## src/rtl/osmt_pkg.sv

```systemverilog
// osmt_pkg: register map, field positions and codes for the one-shot /
// measurement timer. assumes a 32-bit axi4-lite register slave.
package osmt_pkg;
    localparam logic [3:0] OFF_CTRL = 4'h0;
    localparam logic [3:0] OFF_EVCTL = 4'h4;
    localparam logic [3:0] OFF_RELOAD = 4'h8;
    localparam logic [3:0] OFF_COUNT = 4'hc;
    // control register fields
    localparam int B_ENABLE = 0;
    localparam int B_RESET = 1;
    localparam int B_MODE_LO = 2;
    localparam int B_INPOL = 4;
    localparam int B_TOUT_EN = 6;
    localparam int B_RELOAD_CTL = 7;
    localparam int B_OUT_POL = 10;
    localparam logic [15:0] CTRL_RST = 16'h0000;
    localparam logic [15:0] CTRL_WMASK = 16'h04df;
    // clock and event control fields
    localparam int B_EDGE_LO = 5;
    localparam int B_EVENT_SRC = 7;
    localparam logic [15:0] EVCTL_RST = 16'h0000;
    localparam logic [15:0] EVCTL_WMASK = 16'h00e0;
    localparam logic [15:0] RELOAD_RST = 16'h0000;
    localparam logic [15:0] CNT_MAX = 16'hffff;
    localparam logic [15:0] CNT_ZERO = 16'h0000;
    // mode codes
    localparam logic [1:0] MODE_TIMER = 2'b00;
    localparam logic [1:0] MODE_EVENT = 2'b01;
    localparam logic [1:0] MODE_ONESHOT = 2'b10;
    localparam logic [1:0] MODE_MEASURE = 2'b11;
    // edge select codes
    localparam logic [1:0] EDGE_RISE = 2'b00;
    localparam logic [1:0] EDGE_FALL = 2'b01;
    localparam logic [1:0] EDGE_BOTH = 2'b10;
    localparam logic [1:0] AXI_OKAY = 2'b00;
    localparam logic [1:0] AXI_SLVERR = 2'b10;
    typedef enum logic [1:0] {ST_IDLE, ST_ARMED, ST_RUN} osmt_state_t;
endpackage

```

## src/rtl/osmt_timer.sv

```systemverilog
// osmt_timer: one 16-bit timer instance, one-shot and measurement modes,
// axi4-lite register slave. inputs are synchronous to i_clk.
//
// How it works
// - one-shot counts the interval once and raises a single interrupt.
// - start on enable set, or previous timer overflow while enable set.
// - enable bit clears itself one clock after a one-shot start.
// - one-shot loads reload at start, counts down; reload bit ignored.
// - one-shot stops at underflow and requests its interrupt there.
// - the reset bit also stops a one-shot run.
// - pulse output active while one-shot runs, inactive after stop.
// - new reload value loads on reset bit, otherwise at next underflow.
// - one-shot in event mode ticks on previous timer overflows.
// - count register reads the live counter value.
// - measurement counts clocks upward from zero to all ones.
// - each effective edge after the first copies count to reload, zeroes counter.
// - measurement interrupts per result and on overflow without result.
// - first effective edge after start raises no interrupt.
// - overflow before a measurement leaves reload reading zero.
// - reload register is read-only in measurement mode.
// - measuring begins at the first qualifying edge after enable.
// - measurement stops on reset bit, overflow or enable cleared.
// - pulse-width overflow writes zero to reload and clears enable.
// - pulse-width interrupt waits for both a rising and falling edge.
// - period mode counts between edges of one selected polarity.
// - mode field code 10 is one-shot, 11 is measurement.
// - reset bit stops, loads counter, clears enable, then self-clears.
// - output polarity select sets one-shot pulse active level.
`timescale 1ns/1ps
module osmt_timer (
    // clock and reset
    input wire logic i_clk,
    input wire logic i_sys_rst,
    // axi4-lite write address
    input wire logic i_awvalid,
    output logic o_awready,
    input wire logic [3:0] i_awaddr,
    // axi4-lite write data
    input wire logic i_wvalid,
    output logic o_wready,
    input wire logic [31:0] i_wdata,
    input wire logic [3:0] i_wstrb,
    // axi4-lite write response
    output logic o_bvalid,
    input wire logic i_bready,
    output logic [1:0] o_bresp,
    // axi4-lite read address
    input wire logic i_arvalid,
    output logic o_arready,
    input wire logic [3:0] i_araddr,
    // axi4-lite read data
    output logic o_rvalid,
    input wire logic i_rready,
    output logic [31:0] o_rdata,
    output logic [1:0] o_rresp,
    // timer pins and chaining
    input wire logic i_timer_input_pin,
    input wire logic i_prev_overflow,
    output logic o_pulse_output_pin,
    output logic o_overflow,
    // interrupt to the embedded controller
    output logic o_irq
);
    logic [15:0] ctrl_r;
    logic [15:0] evctl_r;
    logic [15:0] reload_r;
    logic [15:0] cnt_r;
    osmt_pkg::osmt_state_t st_r;
    logic pin_d_r;
    logic prev_d_r;
    logic seen_rise_r;
    logic seen_fall_r;
    logic clr_en_r;
    logic irq_r;
    logic ovf_r;
    logic [1:0] mode;
    logic [1:0] edge_sel;
    logic pin_eff;
    logic rise;
    logic fall;
    logic eff_edge;
    logic prev_tick;
    logic tick;
    logic both_edges;
    logic wr_fire;
    logic rd_fire;
    logic aw_held_r;
    logic w_held_r;
    logic [3:0] awaddr_r;
    logic [31:0] wdata_r;
    logic [3:0] wstrb_r;
    logic [15:0] wval;
    logic os_start;
    logic os_underflow;
    logic ms_ovf;
    logic ms_result;
    logic sw_reset;

    assign mode = ctrl_r[osmt_pkg::B_MODE_LO +: 2];
    assign edge_sel = evctl_r[osmt_pkg::B_EDGE_LO +: 2];
    assign sw_reset = ctrl_r[osmt_pkg::B_RESET];
    assign pin_eff = i_timer_input_pin ~^ ctrl_r[osmt_pkg::B_INPOL];
    assign rise = pin_eff & ~pin_d_r;
    assign fall = ~pin_eff & pin_d_r;
    assign both_edges = (edge_sel == osmt_pkg::EDGE_BOTH);
    always_comb begin
        case (edge_sel)
            osmt_pkg::EDGE_RISE: eff_edge = rise;
            osmt_pkg::EDGE_FALL: eff_edge = fall;
            default: eff_edge = rise | fall;
        endcase
    end
    assign prev_tick = i_prev_overflow & ~prev_d_r;
    // event source selects the chained overflow as count tick
    assign tick = evctl_r[osmt_pkg::B_EVENT_SRC]
        ? prev_tick : 1'b1;

    // one-shot starts: enable set, and optionally wait for the chained event
    assign os_start = (mode == osmt_pkg::MODE_ONESHOT)
        && st_r == osmt_pkg::ST_IDLE
        && ctrl_r[osmt_pkg::B_ENABLE] && !sw_reset
        && (!evctl_r[osmt_pkg::B_EVENT_SRC] || prev_tick);
    assign os_underflow = (mode == osmt_pkg::MODE_ONESHOT)
        && st_r == osmt_pkg::ST_RUN
        && tick && cnt_r == osmt_pkg::CNT_ZERO && !sw_reset;
    // measurement events need enable, so a cleared enable stops at once
    assign ms_ovf = (mode == osmt_pkg::MODE_MEASURE)
        && st_r == osmt_pkg::ST_RUN && ctrl_r[osmt_pkg::B_ENABLE]
        && !eff_edge && cnt_r == osmt_pkg::CNT_MAX && !sw_reset;
    assign ms_result = (mode == osmt_pkg::MODE_MEASURE)
        && st_r == osmt_pkg::ST_RUN && ctrl_r[osmt_pkg::B_ENABLE]
        && eff_edge && !sw_reset;

    always_ff @(posedge i_clk or posedge i_sys_rst) begin
        if (i_sys_rst) begin
            pin_d_r <= 1'b0;
            prev_d_r <= 1'b0;
        end else begin
            pin_d_r <= pin_eff;
            prev_d_r <= i_prev_overflow;
        end
    end

    // axi4-lite slave: address and data taken in either order
    assign o_awready = !aw_held_r && !o_bvalid;
    assign o_wready = !w_held_r && !o_bvalid;
    assign wr_fire = (aw_held_r || i_awvalid) && (w_held_r || i_wvalid)
        && !o_bvalid;
    logic [3:0] wa;
    logic [31:0] wd;
    logic [3:0] ws;
    assign wa = aw_held_r ? awaddr_r : i_awaddr;
    assign wd = w_held_r ? wdata_r : i_wdata;
    assign ws = w_held_r ? wstrb_r : i_wstrb;
    assign wval = {ws[1] ? wd[15:8] : 8'h00, ws[0] ? wd[7:0] : 8'h00};

    always_ff @(posedge i_clk or posedge i_sys_rst) begin
        if (i_sys_rst) begin
            aw_held_r <= 1'b0;
            w_held_r <= 1'b0;
            awaddr_r <= 4'h0;
            wdata_r <= 32'h0000_0000;
            wstrb_r <= 4'h0;
            o_bvalid <= 1'b0;
            o_bresp <= osmt_pkg::AXI_OKAY;
        end else begin
            if (wr_fire) begin
                aw_held_r <= 1'b0;
                w_held_r <= 1'b0;
                o_bvalid <= 1'b1;
                o_bresp <= (wa[1:0] != 2'b00 || wa == osmt_pkg::OFF_COUNT)
                    ? osmt_pkg::AXI_SLVERR : osmt_pkg::AXI_OKAY;
            end else begin
                if (i_awvalid && o_awready) begin
                    aw_held_r <= 1'b1;
                    awaddr_r <= i_awaddr;
                end
                if (i_wvalid && o_wready) begin
                    w_held_r <= 1'b1;
                    wdata_r <= i_wdata;
                    wstrb_r <= i_wstrb;
                end
                if (o_bvalid && i_bready) begin
                    o_bvalid <= 1'b0;
                end
            end
        end
    end

    assign o_arready = !o_rvalid;
    assign rd_fire = i_arvalid && o_arready;
    always_ff @(posedge i_clk or posedge i_sys_rst) begin
        if (i_sys_rst) begin
            o_rvalid <= 1'b0;
            o_rdata <= 32'h0000_0000;
            o_rresp <= osmt_pkg::AXI_OKAY;
        end else if (rd_fire) begin
            o_rvalid <= 1'b1;
            o_rresp <= osmt_pkg::AXI_OKAY;
            case (i_araddr)
                osmt_pkg::OFF_CTRL: o_rdata <= {16'h0000, ctrl_r};
                osmt_pkg::OFF_EVCTL: o_rdata <= {16'h0000, evctl_r};
                osmt_pkg::OFF_RELOAD: o_rdata <= {16'h0000, reload_r};
                osmt_pkg::OFF_COUNT: o_rdata <= 32'(cnt_r);
                default: begin
                    o_rdata <= 32'h0000_0000;
                    o_rresp <= osmt_pkg::AXI_SLVERR;
                end
            endcase
        end else if (o_rvalid && i_rready) begin
            o_rvalid <= 1'b0;
        end
    end

    // control register; hardware clears of enable and reset win over writes
    always_ff @(posedge i_clk or posedge i_sys_rst) begin
        if (i_sys_rst) begin
            ctrl_r <= osmt_pkg::CTRL_RST;
            evctl_r <= osmt_pkg::EVCTL_RST;
            clr_en_r <= 1'b0;
        end else begin
            clr_en_r <= os_start;
            if (wr_fire && wa == osmt_pkg::OFF_CTRL) begin
                ctrl_r <= wval & osmt_pkg::CTRL_WMASK;
            end
            if (wr_fire && wa == osmt_pkg::OFF_EVCTL) begin
                evctl_r <= wval & osmt_pkg::EVCTL_WMASK;
            end
            if (sw_reset) begin
                // reset takes one clock, then both bits drop
                ctrl_r[osmt_pkg::B_RESET] <= 1'b0;
                ctrl_r[osmt_pkg::B_ENABLE] <= 1'b0;
            end
            if (clr_en_r) begin
                ctrl_r[osmt_pkg::B_ENABLE] <= 1'b0;
            end
            if (ms_ovf && both_edges) begin
                ctrl_r[osmt_pkg::B_ENABLE] <= 1'b0;
            end
        end
    end

    // reload register: software value, or the latest measurement result
    always_ff @(posedge i_clk or posedge i_sys_rst) begin
        if (i_sys_rst) begin
            reload_r <= osmt_pkg::RELOAD_RST;
        end else if (ms_result) begin
            reload_r <= cnt_r;
        end else if (ms_ovf) begin
            reload_r <= osmt_pkg::CNT_ZERO;
        end else if (wr_fire && wa == osmt_pkg::OFF_RELOAD
            && mode != osmt_pkg::MODE_MEASURE) begin
            reload_r <= wval;
        end
    end

    // counter and run state
    always_ff @(posedge i_clk or posedge i_sys_rst) begin
        if (i_sys_rst) begin
            st_r <= osmt_pkg::ST_IDLE;
            cnt_r <= osmt_pkg::CNT_ZERO;
            seen_rise_r <= 1'b0;
            seen_fall_r <= 1'b0;
        end else if (sw_reset) begin
            st_r <= osmt_pkg::ST_IDLE;
            cnt_r <= reload_r;
            seen_rise_r <= 1'b0;
            seen_fall_r <= 1'b0;
        end else begin
            case (st_r)
                osmt_pkg::ST_IDLE: begin
                    if (os_start) begin
                        st_r <= osmt_pkg::ST_RUN;
                        cnt_r <= reload_r;
                    end else if (mode == osmt_pkg::MODE_MEASURE
                        && ctrl_r[osmt_pkg::B_ENABLE]) begin
                        st_r <= osmt_pkg::ST_ARMED;
                    end
                end
                osmt_pkg::ST_ARMED: begin
                    if (!ctrl_r[osmt_pkg::B_ENABLE]
                        || mode != osmt_pkg::MODE_MEASURE) begin
                        st_r <= osmt_pkg::ST_IDLE;
                    end else if (eff_edge) begin
                        st_r <= osmt_pkg::ST_RUN;
                        cnt_r <= osmt_pkg::CNT_ZERO;
                        seen_rise_r <= rise;
                        seen_fall_r <= fall;
                    end
                end
                osmt_pkg::ST_RUN: begin
                    if (mode == osmt_pkg::MODE_ONESHOT) begin
                        if (os_underflow) begin
                            st_r <= osmt_pkg::ST_IDLE;
                            // a reload written mid-run takes effect here
                            cnt_r <= reload_r;
                        end else if (tick) begin
                            cnt_r <= cnt_r - 16'h0001;
                        end
                    end else if (mode == osmt_pkg::MODE_MEASURE
                        && ctrl_r[osmt_pkg::B_ENABLE]) begin
                        if (ms_ovf) begin
                            st_r <= osmt_pkg::ST_IDLE;
                        end else if (eff_edge) begin
                            cnt_r <= osmt_pkg::CNT_ZERO;
                            seen_rise_r <= seen_rise_r | rise;
                            seen_fall_r <= seen_fall_r | fall;
                        end else begin
                            cnt_r <= cnt_r + 16'h0001;
                        end
                    end else begin
                        st_r <= osmt_pkg::ST_IDLE;
                    end
                end
                default: st_r <= osmt_pkg::ST_IDLE;
            endcase
        end
    end

    // interrupt and chained overflow pulses, one clock each
    always_ff @(posedge i_clk or posedge i_sys_rst) begin
        if (i_sys_rst) begin
            irq_r <= 1'b0;
            ovf_r <= 1'b0;
        end else begin
            irq_r <= os_underflow
                || ms_ovf
                || (ms_result && (!both_edges
                    || ((seen_rise_r | rise) && (seen_fall_r | fall))));
            ovf_r <= os_underflow || ms_ovf;
        end
    end
    assign o_irq = irq_r;
    assign o_overflow = ovf_r;

    // pulse pin: active while running one-shot, inactive level by polarity
    always_ff @(posedge i_clk or posedge i_sys_rst) begin
        if (i_sys_rst) begin
            o_pulse_output_pin <= 1'b0;
        end else if (!ctrl_r[osmt_pkg::B_TOUT_EN]) begin
            o_pulse_output_pin <= 1'b0;
        end else begin
            o_pulse_output_pin <= ctrl_r[osmt_pkg::B_OUT_POL]
                ^ (mode == osmt_pkg::MODE_ONESHOT && st_r == osmt_pkg::ST_RUN
                    && !os_underflow && !sw_reset);
        end
    end
endmodule
```

## config.mk

```make
export PLATFORM = sky130hd
export DESIGN_NAME = osmt_timer
export DESIGN_NICKNAME = d
export VERILOG_FILES = /design/src/rtl/osmt_pkg.sv /design/src/rtl/osmt_timer.sv
export SDC_FILE = /design/constraint.sdc
export NUM_CORES = 1
export LEC_CHECK = 0
export BUFFER_PORTS_ARGS = -buffer_cell sky130_fd_sc_hd__buf_4
export CORE_AREA = 5 5 77 149
export DETAILED_ROUTE_END_ITERATION = 10
export DIE_AREA = 0 0 82 154
export PLACE_DENSITY_LB_ADDON = 0.08
export SLEW_MARGIN = 20
export SYNTH_ARGS = -nofsm -noshare
export SYNTH_HDL_FRONTEND = slang
export SYNTH_SLANG_ARGS = --single-unit
```

## constraint.sdc

```tcl
create_clock -name i_clk -period 5.34 [get_ports i_clk]
set_clock_uncertainty 0.15 [all_clocks]
set_input_delay 1.068 -clock i_clk [delete_from_list [all_inputs] [get_ports i_clk]]
set_output_delay 1.068 -clock i_clk [all_outputs]
set_load 0.02 [all_outputs]
```

==> flow_summary.json <==
{
  "ys_seq_area_share_pct": 41.2,
  "root_buffer": "clkbuf_16",
  "antenna_found_initial": 0,
  "gr-total-overflow": 0,
  "final_cell_mix": "dfrtp_1, nand2_1, buf_4",
  "final-instance-count-excl-fill": 797,
  "synth-async-reset-ratio_pct": 100,
  "syn_to_final_growth_pct": 11.7,
  "drt_wl_total_microns": 16900,
  "place_ws_ns": 1.62,
  "max_slew_margin_pct": 33.8,
  "met2_length_microns": 9230,
  "drt-initial-drc-count": 268,
  "rows": 52,
  "finalPower_mw": 3.42,
  "wl_met3_microns": 647,
  "final_util_pct": 64.8,
  "routed_via_density": 6.23,
  "postCtsHoldBufs": 0,
  "fin_setup_tns_ns": 0,
  "crit_path_start_kind": "input pin",
  "netlist_instances": 624,
  "die_h_microns": 154,
  "cts_setup_buffers": 0,
  "met1_length_microns": 6100,
  "top_layer": "met4",
  "routabilityCongestion": 0.979,
  "netlist-cell-type-count": 71,
  "placed_cell_area_sq_mm": 0.00630,
  "power_density_mw_per_mm2": 520,
  "period_share_pct": 63.0,
  "fin_crit_ns": 3.37,
  "finalHoldViolations": 0,
  "clock_sinks": 97,
  "vdd_drop_max_mv": 0.352,
  "p_leak_nw": 2.85,
  "ys_seq_elements": 97,
  "hp-class": "reg2reg",
  "cts-buffers-inserted": 9,
  "n_antenna_cell": 0,
  "grt_use_total_pct": 28.3,
  "grt_pass1_wl_microns": 26700,
  "ant_nets": 0,
  "htree_levels": 3,
  "hold_ws_ns": 0.259,
  "ios": 97,
  "grt_max_degree": 74,
  "cts.clk_slew.worst_paths_ns": 0.07,
  "postLayoutSetupSlackWorst_ns": 1.97,
  "netlist_area_sq_mm": 0.00589,
  "final_nets": 719,
  "drv_slew": 0,
  "critical_path_required_ns": 5.46,
  "detail_route.wl_per_cell_microns": 21.2,
  "num_vias": 4968,
  "final_area_sq_mm": 0.00658,
  "core_area_sq_mm": 0.0101,
  "status": "finished clean",
  "cp_data_arrival_time_ns": 3.49,
  "syn_avg_cell_area_sq_um": 9.44,
  "synthFlopType": "dfrtp_1",
  "cp_max_fo": 6,
  "endpoint_kind": "register",
  "die_w_microns": 82,
  "cts_max_path_buffers": 2,
  "layout_commonest_cell": "dfrtp_1",
  "setup_viol": 0,
  "initial_utilization_pct": 58.0,
  "critPathKind": "in2reg",
  "drc": 0,
  "synth-edff-count": 0,
  "ys_warn_count": 0,
  "max_freq_mhz": 297,
  "dr.pass1.iters": 5,
  "drive_gt1_share_pct": 21.3,
  "die_area_sq_mm": 0.0126,
  "io_buffer_count": 60,
  "clock_latency_ns": 0.35,
  "cts_resized": 0,
  "worst_pin_slew_ns": 0.991,
  "rsz0062_at_grt": "false",
  "dp_cells": 782,
  "hpwl_microns": 12800,
  "cts_tree": "yes",
  "grt_pass1_vias": 4978,
  "maxCapViolations": 0
}
-- metal layers --
metal,track usage (%),up-vias
li1,-,2307
met1,31.6,2465
met2,48.9,146
met3,5.09,50
met4,15.6,0
met5,0,-
-- sequential cells by signal (all words and copies together), names as in the netlist, 2 cells and up --
| signal | cells |
|---|---|
| awaddr_r | 4 |
| cnt_r | 16 |
| ctrl_r | 8 |
| evctl_r | 3 |
| o_rdata | 16 |
| reload_r | 16 |
| st_r | 2 |
| wdata_r | 16 |
| wstrb_r | 2 |
-- kinds of logic after synthesis --
| kind of cell | count (synthesis) | synth area share (%) |
|---|---|---|
| compound gates | 164 | 19.1 |
| xor+xnor | 11 | 1.64 |
| mux | 65 | 12.3 |
| simple gates | 196 | 17.2 |
| buf+inv | 82 | 6.82 |
| other cells | 1 | 0.0637 |
| flops | 97 | 41.2 |
| fa+ha+maj | 8 | 1.70 |
-- final cells by class --
class	count	area (sq um)
fill	927	3570
sequential	97	2430
multi-input combinational	462	3130
clock inverter	6	52.6
clock buffer	9	225
tap	135	169
inverter	23	88.8
timing repair buffer	65	488
-- final timing paths --
path / from / to / slack [ns] / depth (start not counted)
max: i_timer_input_pin / cnt_r[14] / 1.97 / 10
max in group asynchronous: i_sys_rst / ctrl_r[0] / 3.41 / 3
max reg2reg: cnt_r[0] / cnt_r[14] / 2.13 / 8
min reg2reg: clr_en_r / ctrl_r[0] / 0.26 / 1
min in group asynchronous: i_sys_rst / wdata_r[3] / 0.77 / 2
min: clr_en_r / ctrl_r[0] / 0.26 / 1
-- cells in the mapped netlist, types with 10 or more instances --
cell | instances | share of area, %
buf_4 | 20 | 2.5
nor2_1 | 37 | 2.4
a2bb2oi_1 | 12 | 1.8
clkbuf_1 | 24 | 1.5
inv_1 | 23 | 1.5
a31oi_1 | 10 | 1.1
mux2_2 | 41 | 7.8
nand3_1 | 26 | 2.2
a21oi_1 | 19 | 1.6
nor3_1 | 14 | 1.2
mux2i_1 | 22 | 3.7
o21ai_0 | 56 | 4.8
nand2_1 | 67 | 4.3
dfrtp_1 | 97 | 41
-- worst max-delay path: stages --
cell and delay, ns:
buf_4 0.11, xnor2_1 0.22, inv_1 0.07, ha_1 0.21
mux2_2 0.30, o21ai_1 0.36, and3_1 0.43, a221oi_1 0.14
or3_1 0.40, a31oi_1 0.18
-- where the power goes --
group	switching [mW]	internal [mW]	leakage [nW]	total (mW)
sequential	0.453	1.01	1.22	1.46
clock	0.293	0.320	0.124	0.613
combinational	0.721	0.625	1.50	1.35
total	1.47	1.96	2.85	3.42
No activity file was read; power rests on OpenSTA's default activity.
